==> config.mk <==
export PLATFORM = sky130hd
export DESIGN_NAME = rail_fault_protection_supervisor
export DESIGN_NICKNAME = d
export VERILOG_FILES = /design/src/rail_fault_pkg.sv /design/src/rail_fault_protection_supervisor.sv
export VERILOG_INCLUDE_DIRS = /design/src /design/src/src
export SDC_FILE = /design/constraint.sdc
export NUM_CORES = 1
export LEC_CHECK = 0
export ABC_AREA = 1
export BUFFER_PORTS_ARGS = -buffer_cell sky130_fd_sc_hd__buf_4
export CAP_MARGIN = 20
export CELL_PAD_IN_SITES_DETAIL_PLACEMENT = 1
export CELL_PAD_IN_SITES_GLOBAL_PLACEMENT = 1
export CORE_MARGIN = 1
export CORE_UTILIZATION = 44
export DETAILED_ROUTE_END_ITERATION = 8
export GPL_ROUTABILITY_DRIVEN = 0
export PLACE_DENSITY = 0.8
export SLEW_MARGIN = 20
export SYNTH_ARGS = -nofsm -noshare
export SYNTH_HDL_FRONTEND = slang
export SYNTH_SLANG_ARGS = --single-unit
==> constraint.sdc <==
create_clock -name clock -period 2.47 [get_ports clock]
set_input_delay 0.1235 -clock clock [delete_from_list [all_inputs] [get_ports clock]]
set_output_delay 0.1235 -clock clock [all_outputs]
set_load 0.02 [all_outputs]
==> src/rail_fault_defs.svh <==
// Purpose: timing counts and input bit positions for the rail supervisor
// Assumes: 100 MHz clock
// Notes:   minimum times round up to whole cycles
`ifndef RAIL_FAULT_DEFS_SVH
`define RAIL_FAULT_DEFS_SVH

`define CLK_PERIOD_NS     10
`define OV_PERSIST_NS     1000
`define UV_PERSIST_NS     3000
`define LOCKOUT_PERSIST_NS 3000
`define NS_TO_CYC(ns)     (((ns) + `CLK_PERIOD_NS - 1) / `CLK_PERIOD_NS)
`define OV_PERSIST_CYC    `NS_TO_CYC(`OV_PERSIST_NS)
`define UV_PERSIST_CYC    `NS_TO_CYC(`UV_PERSIST_NS)
`define LOCKOUT_PERSIST_CYC `NS_TO_CYC(`LOCKOUT_PERSIST_NS)

// Positions in the synchronised comparator vector
`define IN_ENABLE         0
`define IN_POR_DONE       1
`define IN_AVG_OVER       2
`define IN_PEAK_OVER      3
`define IN_OV_FIXED       4
`define IN_OV_REF         5
`define IN_BELOW_ZERO     6
`define IN_UV_BELOW       7
`define IN_VCC_LOW        8
`define IN_DRV_LOW        9
`define IN_SEC_NEG_HIGH   10
`define IN_SWITCH_CYCLE   11
`define IN_COUNT          12

`endif

==> src/rail_fault_pkg.sv <==
// Purpose: types shared by the rail supervisor
// Assumes: nothing
// Notes:   state codes are fixed binary
package rail_fault_pkg;

   typedef enum logic [1:0] {
      OC_IDLE   = 2'b00,
      OC_DELAY  = 2'b01,
      OC_SETTLE = 2'b10,
      OC_SHUT   = 2'b11
   } oc_state_t;

endpackage

==> src/rail_fault_protection_supervisor.sv <==
// Purpose: fault supervisor gating the phase drivers of one rail
// Assumes: comparator flags are asynchronous; PWM and command are on clock
// Notes:   latches clear on reset or while enable is low, lockout only once the supply is no longer low
`timescale 1ns/1ns
`include "rail_fault_defs.svh"

module rail_fault_protection_supervisor
   import rail_fault_pkg::*;
#(
   parameter int PHASES            = 4,
   parameter int CNT_W             = 16,
   parameter int TRIGGER_DELAY_CYC = 1000,
   parameter int ACTION_DELAY_CYC  = 500,
   parameter int SETTLE_CYC        = 200,
   parameter int TARGET_W          = 8,
   parameter logic [TARGET_W-1:0] TARGET_0V9_CODE = 8'h40
) (
   // Clock and reset
   input  wire logic                clock,
   input  wire logic                rst_n,
   // Pin and comparator inputs
   input  wire logic                enable,
   input  wire logic                porDone,
   input  wire logic                avgAboveThreshold,
   input  wire logic                peakAboveThreshold,
   input  wire logic                senseAboveFixedLevel,
   input  wire logic                senseAboveRefMargin,
   input  wire logic                senseBelowZero,
   input  wire logic                senseBelowRefMargin,
   input  wire logic                supplyMonitorLow,
   input  wire logic                driverSupplyMonitorLow,
   input  wire logic                secondaryPhase1SenseNegHigh,
   input  wire logic                switchingCycle,
   // On-clock control inputs
   input  wire logic [TARGET_W-1:0] voltageTargetCode,
   input  wire logic [PHASES-1:0]   pwmHigh,
   input  wire logic [PHASES-1:0]   pwmLow,
   input  wire logic                serialVoltageCommandValid,
   input  wire logic                serialVoltageCommandSecondary,
   // Gate enables
   output logic [PHASES-1:0]        highGateEn,
   output logic [PHASES-1:0]        lowGateEn,
   // Status and indicators
   output logic                     overcurrentIndicator_n,
   output logic                     averagedOvercurrentTrip,
   output logic                     peakOvercurrentTrip,
   output logic                     overvoltageLatch,
   output logic                     negativeVoltageGuard,
   output logic                     undervoltageLatch,
   output logic                     supplyLockout,
   output logic                     siblingSoftShutdownReq,
   output logic                     secondaryRailDisabled,
   output logic                     commandAccept,
   output logic                     commandReject
);

   ////////////////////////////////////////////////////////////////////////
   // Input synchronisers: first stage read only by the second

   logic [`IN_COUNT-1:0] asyncIn;
   logic [`IN_COUNT-1:0] syncMeta;
   logic [`IN_COUNT-1:0] syncIn;

   assign asyncIn = {switchingCycle, secondaryPhase1SenseNegHigh,
                     driverSupplyMonitorLow, supplyMonitorLow,
                     senseBelowRefMargin, senseBelowZero,
                     senseAboveRefMargin, senseAboveFixedLevel,
                     peakAboveThreshold, avgAboveThreshold,
                     porDone, enable};

   genvar gs;
   generate
      for (gs = 0; gs < `IN_COUNT; gs++) begin : g_sync
         always_ff @(posedge clock) begin
            if (!rst_n) begin
               syncMeta[gs] <= 1'b0;
               syncIn[gs]   <= 1'b0;
            end else begin
               syncMeta[gs] <= asyncIn[gs];
               syncIn[gs]   <= syncMeta[gs];
            end
         end
      end
   endgenerate

   wire enabled   = syncIn[`IN_ENABLE];
   wire porReady  = syncIn[`IN_POR_DONE];
   wire avgOver   = syncIn[`IN_AVG_OVER];
   wire peakOver  = syncIn[`IN_PEAK_OVER];
   wire belowZero = syncIn[`IN_BELOW_ZERO];

   ////////////////////////////////////////////////////////////////////////
   // Persistence filters: over-voltage, under-voltage, supply-low

   localparam int FILTERS = 3;
   localparam int FILT_CYC [FILTERS] = '{`OV_PERSIST_CYC,
                                         `UV_PERSIST_CYC,
                                         `LOCKOUT_PERSIST_CYC};

   wire targetBelow0v9 = voltageTargetCode < TARGET_0V9_CODE;
   // Fixed level at low targets, reference margin otherwise
   wire ovSelect = targetBelow0v9 ? syncIn[`IN_OV_FIXED]
                                  : syncIn[`IN_OV_REF];
   wire ovCond     = porReady && enabled && ovSelect;
   wire uvCond     = porReady && enabled && syncIn[`IN_UV_BELOW];
   wire supplyLow  = syncIn[`IN_VCC_LOW] || syncIn[`IN_DRV_LOW];

   logic [FILTERS-1:0] filtIn;
   logic [FILTERS-1:0] filtHit;
   logic [CNT_W-1:0]   filtCount [FILTERS];

   assign filtIn = {supplyLow, uvCond, ovCond};

   genvar gf;
   generate
      for (gf = 0; gf < FILTERS; gf++) begin : g_filt
         localparam logic [CNT_W-1:0] LAST = CNT_W'(FILT_CYC[gf] - 1);
         // Hit from the cycle that completes an unbroken run for as long as the input stays high
         assign filtHit[gf] = filtIn[gf] && (filtCount[gf] == LAST);
         always_ff @(posedge clock) begin
            if (!rst_n || !filtIn[gf]) begin
               filtCount[gf] <= '0;
            end else if (filtCount[gf] != LAST) begin
               filtCount[gf] <= filtCount[gf] + 1'b1;
            end
         end
      end
   endgenerate

   ////////////////////////////////////////////////////////////////////////
   // Protection latches

   wire next_overvoltageLatch  = filtHit[0] || (overvoltageLatch && enabled);
   wire next_undervoltageLatch = filtHit[1] || (undervoltageLatch && enabled);
   // Lockout does not wait for enable, a sagging supply matters always
   wire next_supplyLockout     = filtHit[2] || (supplyLockout && enabled);

   always_ff @(posedge clock) begin
      if (!rst_n) begin
         overvoltageLatch  <= 1'b0;
         undervoltageLatch <= 1'b0;
         supplyLockout     <= 1'b0;
      end else begin
         overvoltageLatch  <= next_overvoltageLatch;
         undervoltageLatch <= next_undervoltageLatch;
         supplyLockout     <= next_supplyLockout;
      end
   end

   // Guard follows the zero comparator, so it releases by itself
   wire next_negativeVoltageGuard = overvoltageLatch && belowZero;

   ////////////////////////////////////////////////////////////////////////
   // Over-current detection and action sequence

   localparam logic [CNT_W-1:0] TRIG_LAST   = CNT_W'(TRIGGER_DELAY_CYC - 1);
   localparam logic [CNT_W-1:0] ACTION_LAST = CNT_W'(ACTION_DELAY_CYC - 1);
   localparam logic [CNT_W-1:0] SETTLE_LAST = CNT_W'(SETTLE_CYC - 1);

   logic [CNT_W-1:0] avgCount;
   logic [CNT_W-1:0] ocCount;
   logic             cyclePrev;
   oc_state_t        ocState;
   oc_state_t        next_ocState;

   wire cycleStart = syncIn[`IN_SWITCH_CYCLE] && !cyclePrev;
   wire avgTripNow  = avgOver && (avgCount == TRIG_LAST);
   wire peakTripNow = cycleStart && peakOver;
   wire anyTrip     = (avgTripNow || peakTripNow) && enabled;
   wire stillOver   = avgOver || peakOver;
   wire ocCountDone = (ocState == OC_DELAY)  ? (ocCount == ACTION_LAST)
                    : (ocState == OC_SETTLE) ? (ocCount == SETTLE_LAST)
                    : 1'b0;

   always_ff @(posedge clock) begin
      if (!rst_n || !avgOver) begin
         avgCount <= '0;
      end else if (avgCount != TRIG_LAST) begin
         avgCount <= avgCount + 1'b1;
      end
   end

   always_comb begin
      next_ocState = ocState;
      case (ocState)
         OC_IDLE: begin
            if (anyTrip) begin
               next_ocState = OC_DELAY;
            end
         end
         OC_DELAY: begin
            if (ocCountDone) begin
               next_ocState = OC_SETTLE;
            end
         end
         OC_SETTLE: begin
            if (ocCountDone) begin
               next_ocState = stillOver ? OC_SHUT : OC_IDLE;
            end
         end
         OC_SHUT: begin
            next_ocState = OC_SHUT;
         end
         default: begin
            next_ocState = OC_IDLE;
         end
      endcase
      if (!enabled) begin
         next_ocState = OC_IDLE;
      end
   end

   always_ff @(posedge clock) begin
      if (!rst_n) begin
         ocState   <= OC_IDLE;
         ocCount   <= '0;
         cyclePrev <= 1'b0;
      end else begin
         ocState   <= next_ocState;
         ocCount   <= (next_ocState != ocState) ? '0 : ocCount + 1'b1;
         cyclePrev <= syncIn[`IN_SWITCH_CYCLE];
      end
   end

   ////////////////////////////////////////////////////////////////////////
   // Gate steering, priority: lockout, under-voltage, over-current,
   // disabled, over-voltage clamp, normal PWM

   wire allOff = next_supplyLockout || next_undervoltageLatch
              || next_ocState == OC_SHUT || !enabled;
   wire clampLow = next_overvoltageLatch && !next_negativeVoltageGuard;

   logic [PHASES-1:0] next_highGateEn;
   logic [PHASES-1:0] next_lowGateEn;

   assign next_highGateEn = (allOff || next_overvoltageLatch) ? '0
                          : pwmHigh;
   assign next_lowGateEn  = allOff   ? '0
                          : clampLow ? '1
                          : next_overvoltageLatch ? '0
                          : pwmLow;

   ////////////////////////////////////////////////////////////////////////
   // Output registers

   always_ff @(posedge clock) begin
      if (!rst_n) begin
         highGateEn              <= '0;
         lowGateEn               <= '0;
         overcurrentIndicator_n  <= 1'b1;
         averagedOvercurrentTrip <= 1'b0;
         peakOvercurrentTrip     <= 1'b0;
         negativeVoltageGuard    <= 1'b0;
         siblingSoftShutdownReq  <= 1'b0;
         secondaryRailDisabled   <= 1'b0;
         commandAccept           <= 1'b0;
         commandReject           <= 1'b0;
      end else begin
         highGateEn              <= next_highGateEn;
         lowGateEn               <= next_lowGateEn;
         overcurrentIndicator_n  <= (next_ocState == OC_IDLE);
         averagedOvercurrentTrip <= avgTripNow;
         peakOvercurrentTrip     <= peakTripNow;
         negativeVoltageGuard    <= next_negativeVoltageGuard;
         siblingSoftShutdownReq  <= next_overvoltageLatch
                                 || next_undervoltageLatch;
         secondaryRailDisabled   <= syncIn[`IN_SEC_NEG_HIGH];
         commandAccept           <= serialVoltageCommandValid
                                 && !(serialVoltageCommandSecondary
                                      && secondaryRailDisabled);
         commandReject           <= serialVoltageCommandValid
                                 && serialVoltageCommandSecondary
                                 && secondaryRailDisabled;
      end
   end
endmodule

== After elaboration in Yosys (flattened, before gate mapping) ==
Memories as Yosys holds them, arrays and structs flattened.
Index checks and enable logic that the tools add are counted.

* Flip-flop bits (word level): 78
* Memory bits (writable): 48
* Input bits: 32
* Output and inout port bits: 19
* Word-level logic and storage cells: 144
* Memories kept: 1

* $add $sub $neg: 5
* Magnitude comparators: 1
* Eq/ne operators: 15
* Mux-type cells: 29
* Bitwise operators: 4
* Reductions and logical operators: 48

{| class="wikitable"
|+ Memories
! name !! depth !! width !! read ports !! clocked after Yosys merged registers in !! write ports !! line !! RTL
|-
| filtCount || 3 || 16 || 3 || 0 || 3 || rail_fault_protection_supervisor.sv:110 || <nowiki>logic [CNT_W-1:0] filtCount [FILTERS];</nowiki>
|}

{| class="wikitable"
|+ Operators by type and width
! kind !! count
|-
| $add 16x1->16 const B || 5
|-
| $eq 16x9->1 const B || 3
|-
| $mux 16 || 3
|-
| $ne 16x9->1 const B || 2
|-
| $logic_and 1x1->1 || 19
|-
| $mux 1 || 18
|-
| $eq 16x10->1 const B || 1
|-
| $eq 16x7->1 const B || 1
|-
| $eq 16x8->1 const B || 1
|-
| $ne 16x10->1 const B || 1
|-
| $ne 16x7->1 const B || 1
|-
| $logic_or 1x1->1 || 15
|-
| $mux 2 || 5
|-
| $logic_not 1->1 || 9
|-
| $lt 8x7->1 const B || 1
|-
| $mux 4 || 2
|-
| $pmux 2 s4 || 1
|-
| $eq 2x2->1 const B || 3
|-
| $reduce_or 2->1 || 3
|-
| $logic_not 2->1 || 2
|-
| $or 1x1->1 || 3
|-
| $eq 2x1->1 const B || 1
|-
| $ne 2x2->1 || 1
|-
| $not 1->1 || 1
|}

== Longest topological paths before layout ==
* Depth after elaboration: 13
* Gate-level depth with buffers: 14
* Mapped depth without buffers: 13

== Worst setup path before layout ==
OpenSTA, ideal clock, no wires.

* Path type: reg2reg
* Start: memory filtCount[2][7]
* End: memory filtCount[2][0], enable pin
* Data arrival time: 1.443 ns
* Setup slack: 0.575 ns
* Stages on the path, launching flop included: 5
* Buffers on the path: 0
* Period minus slack after synthesis: 1.895 ns
* Cell sequence: edfxtp_1 -> nor2_1 -> nand3_1 -> nor4_1 -> nand4_1

{| class="wikitable"
|+ RTL lines
! what !! line
|-
| from (decl) || rail_fault_protection_supervisor.sv:110
|}

==> flow_summary.html <==
<table>
<tr><th>Metric</th><th>Value</th></tr>
<tr><th colspan="2">Timing</th></tr>
<tr><td># setup viols final</td><td>0</td></tr>
<tr><td>RSZ-0062 raised after global routing</td><td>false</td></tr>
<tr><td>Worst-case clock skew</td><td>8.16 ps</td></tr>
<tr><td>Worst-margin pin slew</td><td>490 ps</td></tr>
<tr><td>TNS Setup</td><td>0 ps</td></tr>
<tr><td>Clock period minus worst slack</td><td>2200 ps</td></tr>
<tr><td>Final hold viol count</td><td>0</td></tr>
<tr><td>Worst slew margin relative to its limit</td><td>67.0%</td></tr>
<tr><td>Final critical-path share of the clock period</td><td>89.0%</td></tr>
<tr><td>Fmax achieved</td><td>455 MHz</td></tr>
<tr><td>Final count of pins violating max slew</td><td>0</td></tr>
<tr><th colspan="2">Yosys</th></tr>
<tr><td>Cell with the most instances after synthesis</td><td>sky130_fd_sc_hd__nand2_1</td></tr>
<tr><td>Synthesized area per cell</td><td>8.01 um2</td></tr>
<tr><td>Synthesized instance count</td><td>726</td></tr>
<tr><td>Yosys synthesis warning count</td><td>0</td></tr>
<tr><td>Netlist Area Pre-Place</td><td>5810 um2</td></tr>
<tr><td>Largest area contributor in the synthesized netlist</td><td>sky130_fd_sc_hd__dfxtp_1</td></tr>
<tr><td>Cell types with the largest area share after synthesis</td><td>sky130_fd_sc_hd__dfxtp_1 (27%), sky130_fd_sc_hd__edfxtp_1 (25%), sky130_fd_sc_hd__nand2_1 (8.6%), sky130_fd_sc_hd__inv_1 (7.9%), sky130_fd_sc_hd__nor2_1 (6.5%)</td></tr>
<tr><td>Sequential cell area fraction in the yosys report</td><td>51.7%</td></tr>
<tr><td>Post-synth top flop</td><td>sky130_fd_sc_hd__dfxtp_1</td></tr>
<tr><td>Fraction of post-synthesis cell area in the top cell type by area</td><td>26.9%</td></tr>
<tr><td>Net count of the mapped netlist</td><td>763</td></tr>
<tr><td>Async set-or-reset flop fraction in the synthesized netlist</td><td>0%</td></tr>
<tr><td>Library cells used by synthesis</td><td>36</td></tr>
<tr><td>Top cells by instance count after synthesis</td><td>sky130_fd_sc_hd__nand2_1 (133), sky130_fd_sc_hd__inv_1 (123), sky130_fd_sc_hd__nor2_1 (101)</td></tr>
<tr><td>FF+latch count, synth</td><td>126</td></tr>
<tr><td>Number of enable flip-flop cells after synthesis</td><td>48</td></tr>
<tr><th colspan="2">Cells and area</th></tr>
<tr><td>Fillers</td><td>1530</td></tr>
<tr><td>Flip-flop and latch area</td><td>3000 um2</td></tr>
<tr><td>Total area of multi-input combinational cells</td><td>2300 um2</td></tr>
<tr><td>Area growth from synthesis to layout</td><td>23.1%</td></tr>
<tr><td>Final std cells w/o fill</td><td>994</td></tr>
<tr><td>Number of nets in the layout</td><td>846</td></tr>
<tr><td>Area of all placed cells without fillers</td><td>7160 um2</td></tr>
<tr><td>Util after Layout</td><td>56.0%</td></tr>
<tr><td>Share of post-route cells with drive strength above 1</td><td>13.0%</td></tr>
<tr><td>Antenna diode instance count</td><td>0</td></tr>
<tr><th colspan="2">Drt</th></tr>
<tr><td>Total via count after detailed routing</td><td>4986</td></tr>
<tr><td>Pre-antenna DRT Iters</td><td>4</td></tr>
<tr><td>WL final</td><td>14200 um</td></tr>
<tr><td>Number of violations reported at the end of detailed-routing iteration 0</td><td>187</td></tr>
<tr><td>Avg WL per Cell</td><td>14.3 um</td></tr>
<tr><td>Count of nets left with antenna violations after detail routing</td><td>0</td></tr>
<tr><td>DRC errors left</td><td>0</td></tr>
<tr><td>Via density</td><td>5.02</td></tr>
<tr><th colspan="2">Pwr</th></tr>
<tr><td>P per Cell Area</td><td>657 nW/um2</td></tr>
<tr><td>Leakage component of the power</td><td>3.01 nW</td></tr>
<tr><td>Sum of internal, switching and leakage power</td><td>4.70 mW</td></tr>
<tr><td>Worst IR drop on VDD</td><td>0.426 mV</td></tr>
<tr><th colspan="2">CTS</th></tr>
<tr><td>TritonCTS clock tree</td><td>yes</td></tr>
<tr><td>Number of buffers added for setup after CTS</td><td>0</td></tr>
<tr><td>Worst-skew pair later-pin latency</td><td>420 ps</td></tr>
<tr><td>Clock root buffer</td><td>sky130_fd_sc_hd__clkbuf_16</td></tr>
<tr><td>CTS buffer count</td><td>17</td></tr>
<tr><td>Number of H-tree branching levels</td><td>4</td></tr>
<tr><td>Max Root-Sink Buffers</td><td>2</td></tr>
<tr><td>Number of sinks on the clock net</td><td>126</td></tr>
<tr><td>Clock transition at the register clock pins on the worst setup and hold paths after CTS</td><td>50 ps</td></tr>
<tr><th colspan="2">Setup path</th></tr>
<tr><td>Worst reg2reg path depth</td><td>12</td></tr>
<tr><td>Crit path to</td><td>filtCount[1][12]</td></tr>
<tr><td>Cell with the largest stage delay on the worst path</td><td>sky130_fd_sc_hd__edfxtp_1</td></tr>
<tr><td>Reg2Reg Setup Slack</td><td>270 ps</td></tr>
<tr><td>Cell-by-cell listing of the critical path</td><td>ha_1, nand2_1, inv_1, nand2_1, nor3_4, nand3_1, nor2_2, nand2_1, nor2_1, nand2_1, nand2_1, a21oi_1</td></tr>
<tr><td>Crit-path max FO</td><td>3</td></tr>
<tr><td>Type of the setup path with the least slack</td><td>flip-flop to flip-flop</td></tr>
<tr><td>Kind of end point of the critical path</td><td>flip-flop</td></tr>
<tr><td>Critical Path Source Type</td><td>flip-flop</td></tr>
<tr><td>Peak per-stage delay on the critical path</td><td>370 ps</td></tr>
<tr><td>Worst endpoint required time</td><td>2620 ps</td></tr>
<tr><td>Critical Path Start</td><td>filtCount[1][0]</td></tr>
<tr><td>Arrival time worst endpoint</td><td>2350 ps</td></tr>
<tr><td>Crit Reg-Reg Endpoint</td><td>filtCount[1][12]</td></tr>
<tr><td>Most common cell on crit path</td><td>sky130_fd_sc_hd__nand2_1</td></tr>
<tr><td>Reg2Reg Launch Point</td><td>filtCount[1][0]</td></tr>
<tr><th colspan="2">Floorplan</th></tr>
<tr><td>Starting density of the core</td><td>45.5%</td></tr>
<tr><td>Die Footprint</td><td>13700 um2</td></tr>
<tr><td>Placeable core area</td><td>12800 um2</td></tr>
<tr><td>Die extent in x</td><td>117 um</td></tr>
<tr><td>Placement row count</td><td>41</td></tr>
<tr><td>I/O pins</td><td>51</td></tr>
<tr><td>Die height</td><td>117 um</td></tr>
<tr><th colspan="2">Job</th></tr>
<tr><td>MaxCap Viol Count</td><td>0</td></tr>
<tr><th colspan="2">GRT</th></tr>
<tr><td>Global-route total usage across every layer</td><td>22.9%</td></tr>
<tr><td>Wire length of the first global-routing pass</td><td>23900 um</td></tr>
<tr><td>Residual overflow from global routing</td><td>0</td></tr>
<tr><td>Vias in the first global route</td><td>5199</td></tr>
<tr><td>Antenna violations before repair</td><td>0</td></tr>
<tr><td>Largest net degree at the start of global routing</td><td>38</td></tr>
<tr><th colspan="2">Hold path</th></tr>
<tr><td>Startpoint of the worst hold path</td><td>rst_n</td></tr>
<tr><td>Class of the worst hold path</td><td>primary input to flip-flop</td></tr>
<tr><th colspan="2">Placed design</th></tr>
<tr><td>Cell area after placement</td><td>6360 um2</td></tr>
<tr><td>Count of input and output buffers</td><td>44</td></tr>
<tr><td>Post-detailed-placement half-perimeter wirelength</td><td>9740 um</td></tr>
<tr><td>Number of cells in the design after placement</td><td>939</td></tr>
<tr><th colspan="2">Outcome</th></tr>
<tr><td>Result of the run</td><td>finished, final reports clean</td></tr>
</table>
[metal layers]
| metal | vias to the layer above | global-route usage [%] | part of all wire, % |
|---|---|---|---|
| met5 | - | 0 | 0 |
| met4 | 0 | 10.2 | 1.6 |
| met2 | 63 | 41.0 | 52 |
| met3 | 18 | 4.99 | 2.6 |
| met1 | 2398 | 26.1 | 44 |
| li1 | 2507 | - | - |
[metrics by stage]
| step | worst slack [ps] | hold WS [ps] |
|---|---|---|
| CTS | 262 | 121 |
| detailed placement | 330 | 312 |
| floorplan | 575 | 217 |
| global route | 30.3 | 139 |
| finish | 272 | 124 |
| global placement | 432 | 305 |
[cell type report]
type	count	share of cell area (%)
Clock buffer	24	6.59
Timing Repair Buffer	73	8.46
Multi-Input combinational cell	465	32.1
Tap cell	172	3.01
Inverter	126	6.61
Clock inverter	8	1.24
Sequential cell	126	42.0
[how the worst min path moves through the flow]
| stage | end | depth (start not counted) | slack [ps] |
|---|---|---|---|
| floorplan | commandAccept | 1 | 220 |
| global placement | syncMeta[11] | 3 | 300 |
| detailed placement | syncMeta[3] | 3 | 310 |
| CTS | syncIn[10] | 3 | 120 |
| global route | syncIn[9] | 3 | 140 |
| finish | syncIn[10] | 3 | 120 |
[critical path, delay by kind of cell, from the launching register on]
| family | cells | cell delay (ps) |
|---|---|---|
| DFF | 1 | 370 |
| adders and majority gates | 1 | 210 |
| and+or+nand+nor | 9 | 1140 |
| AOI/OAI and AO/OA | 1 | 70 |
| buffers and inverters | 1 | 140 |
[report_power, final]
part           leakage [nW]  total, mW  internal, mW  switching (mW)
registers              1.23       2.19          2.17          0.0146
clock network         0.279       2.37          1.52           0.848
logic                  1.50      0.146        0.0745          0.0715
total                  3.01       4.70          3.77           0.935
[flip-flops by register name, indices dropped and copies added (netlist names), 2 cells and up]
register,count
highGateEn,4
syncIn,7
ocCount,16
ocState,2
syncMeta,12
filtCount,48
lowGateEn,4
avgCount,16
[kinds of logic after synthesis]
family	count (synthesis)	synth area share, %
AO/OA/AOI/OAI	69	6.46
XOR/XNOR	19	2.86
adder cells (fa/ha/maj)	5	1.08
buffers and inverters	135	8.95
flip-flops	126	51.7
AND/OR/NAND/NOR	372	29.0
[layout by cell type, fill, tap and decap left out, types with 2 or more instances in the layout]
| cell | netlist | final |
|---|---|---|
| sky130_fd_sc_hd__clkbuf_8 | 0 | 2 |
| sky130_fd_sc_hd__nor3_1 | 26 | 26 |
| sky130_fd_sc_hd__clkbuf_16 | 0 | 17 |
| sky130_fd_sc_hd__dlygate4sd3_1 | 0 | 23 |
| sky130_fd_sc_hd__nand4_1 | 20 | 20 |
| sky130_fd_sc_hd__xnor2_1 | 2 | 2 |
| sky130_fd_sc_hd__a31oi_1 | 3 | 3 |
| sky130_fd_sc_hd__bufinv_16 | 0 | 2 |
| sky130_fd_sc_hd__xor2_1 | 17 | 17 |
| sky130_fd_sc_hd__nor2_2 | 14 | 15 |
| sky130_fd_sc_hd__o21ai_0 | 16 | 16 |
| sky130_fd_sc_hd__nor3b_1 | 6 | 6 |
| sky130_fd_sc_hd__clkbuf_1 | 5 | 5 |
| sky130_fd_sc_hd__a21oi_1 | 42 | 42 |
| sky130_fd_sc_hd__nor2_1 | 101 | 100 |
| sky130_fd_sc_hd__o21a_1 | 3 | 3 |
| sky130_fd_sc_hd__inv_1 | 123 | 123 |
| sky130_fd_sc_hd__ha_1 | 5 | 5 |
| sky130_fd_sc_hd__edfxtp_1 | 48 | 48 |
| sky130_fd_sc_hd__nand3b_1 | 3 | 3 |
| sky130_fd_sc_hd__inv_2 | 2 | 2 |
| sky130_fd_sc_hd__buf_4 | 1 | 50 |
| sky130_fd_sc_hd__or2_2 | 6 | 6 |
| sky130_fd_sc_hd__nand3_1 | 49 | 49 |
| sky130_fd_sc_hd__dfxtp_1 | 78 | 78 |
| sky130_fd_sc_hd__clkinv_2 | 0 | 5 |
| sky130_fd_sc_hd__o21bai_1 | 2 | 2 |
| sky130_fd_sc_hd__nor4_1 | 7 | 7 |
| sky130_fd_sc_hd__nand2_1 | 133 | 133 |
| sky130_fd_sc_hd__clkinv_1 | 1 | 2 |
[repair_timing]
| action | in CTS | in global routing |
|---|---|---|
| gates resized for setup | 0 | 2 |
| hold buffers | 23 | 0 |
| setup endpoints to repair | 0 | 1 |
| hold endpoints to repair | 22 | 0 |
Note: power is estimated with default switching activity, not from simulation.
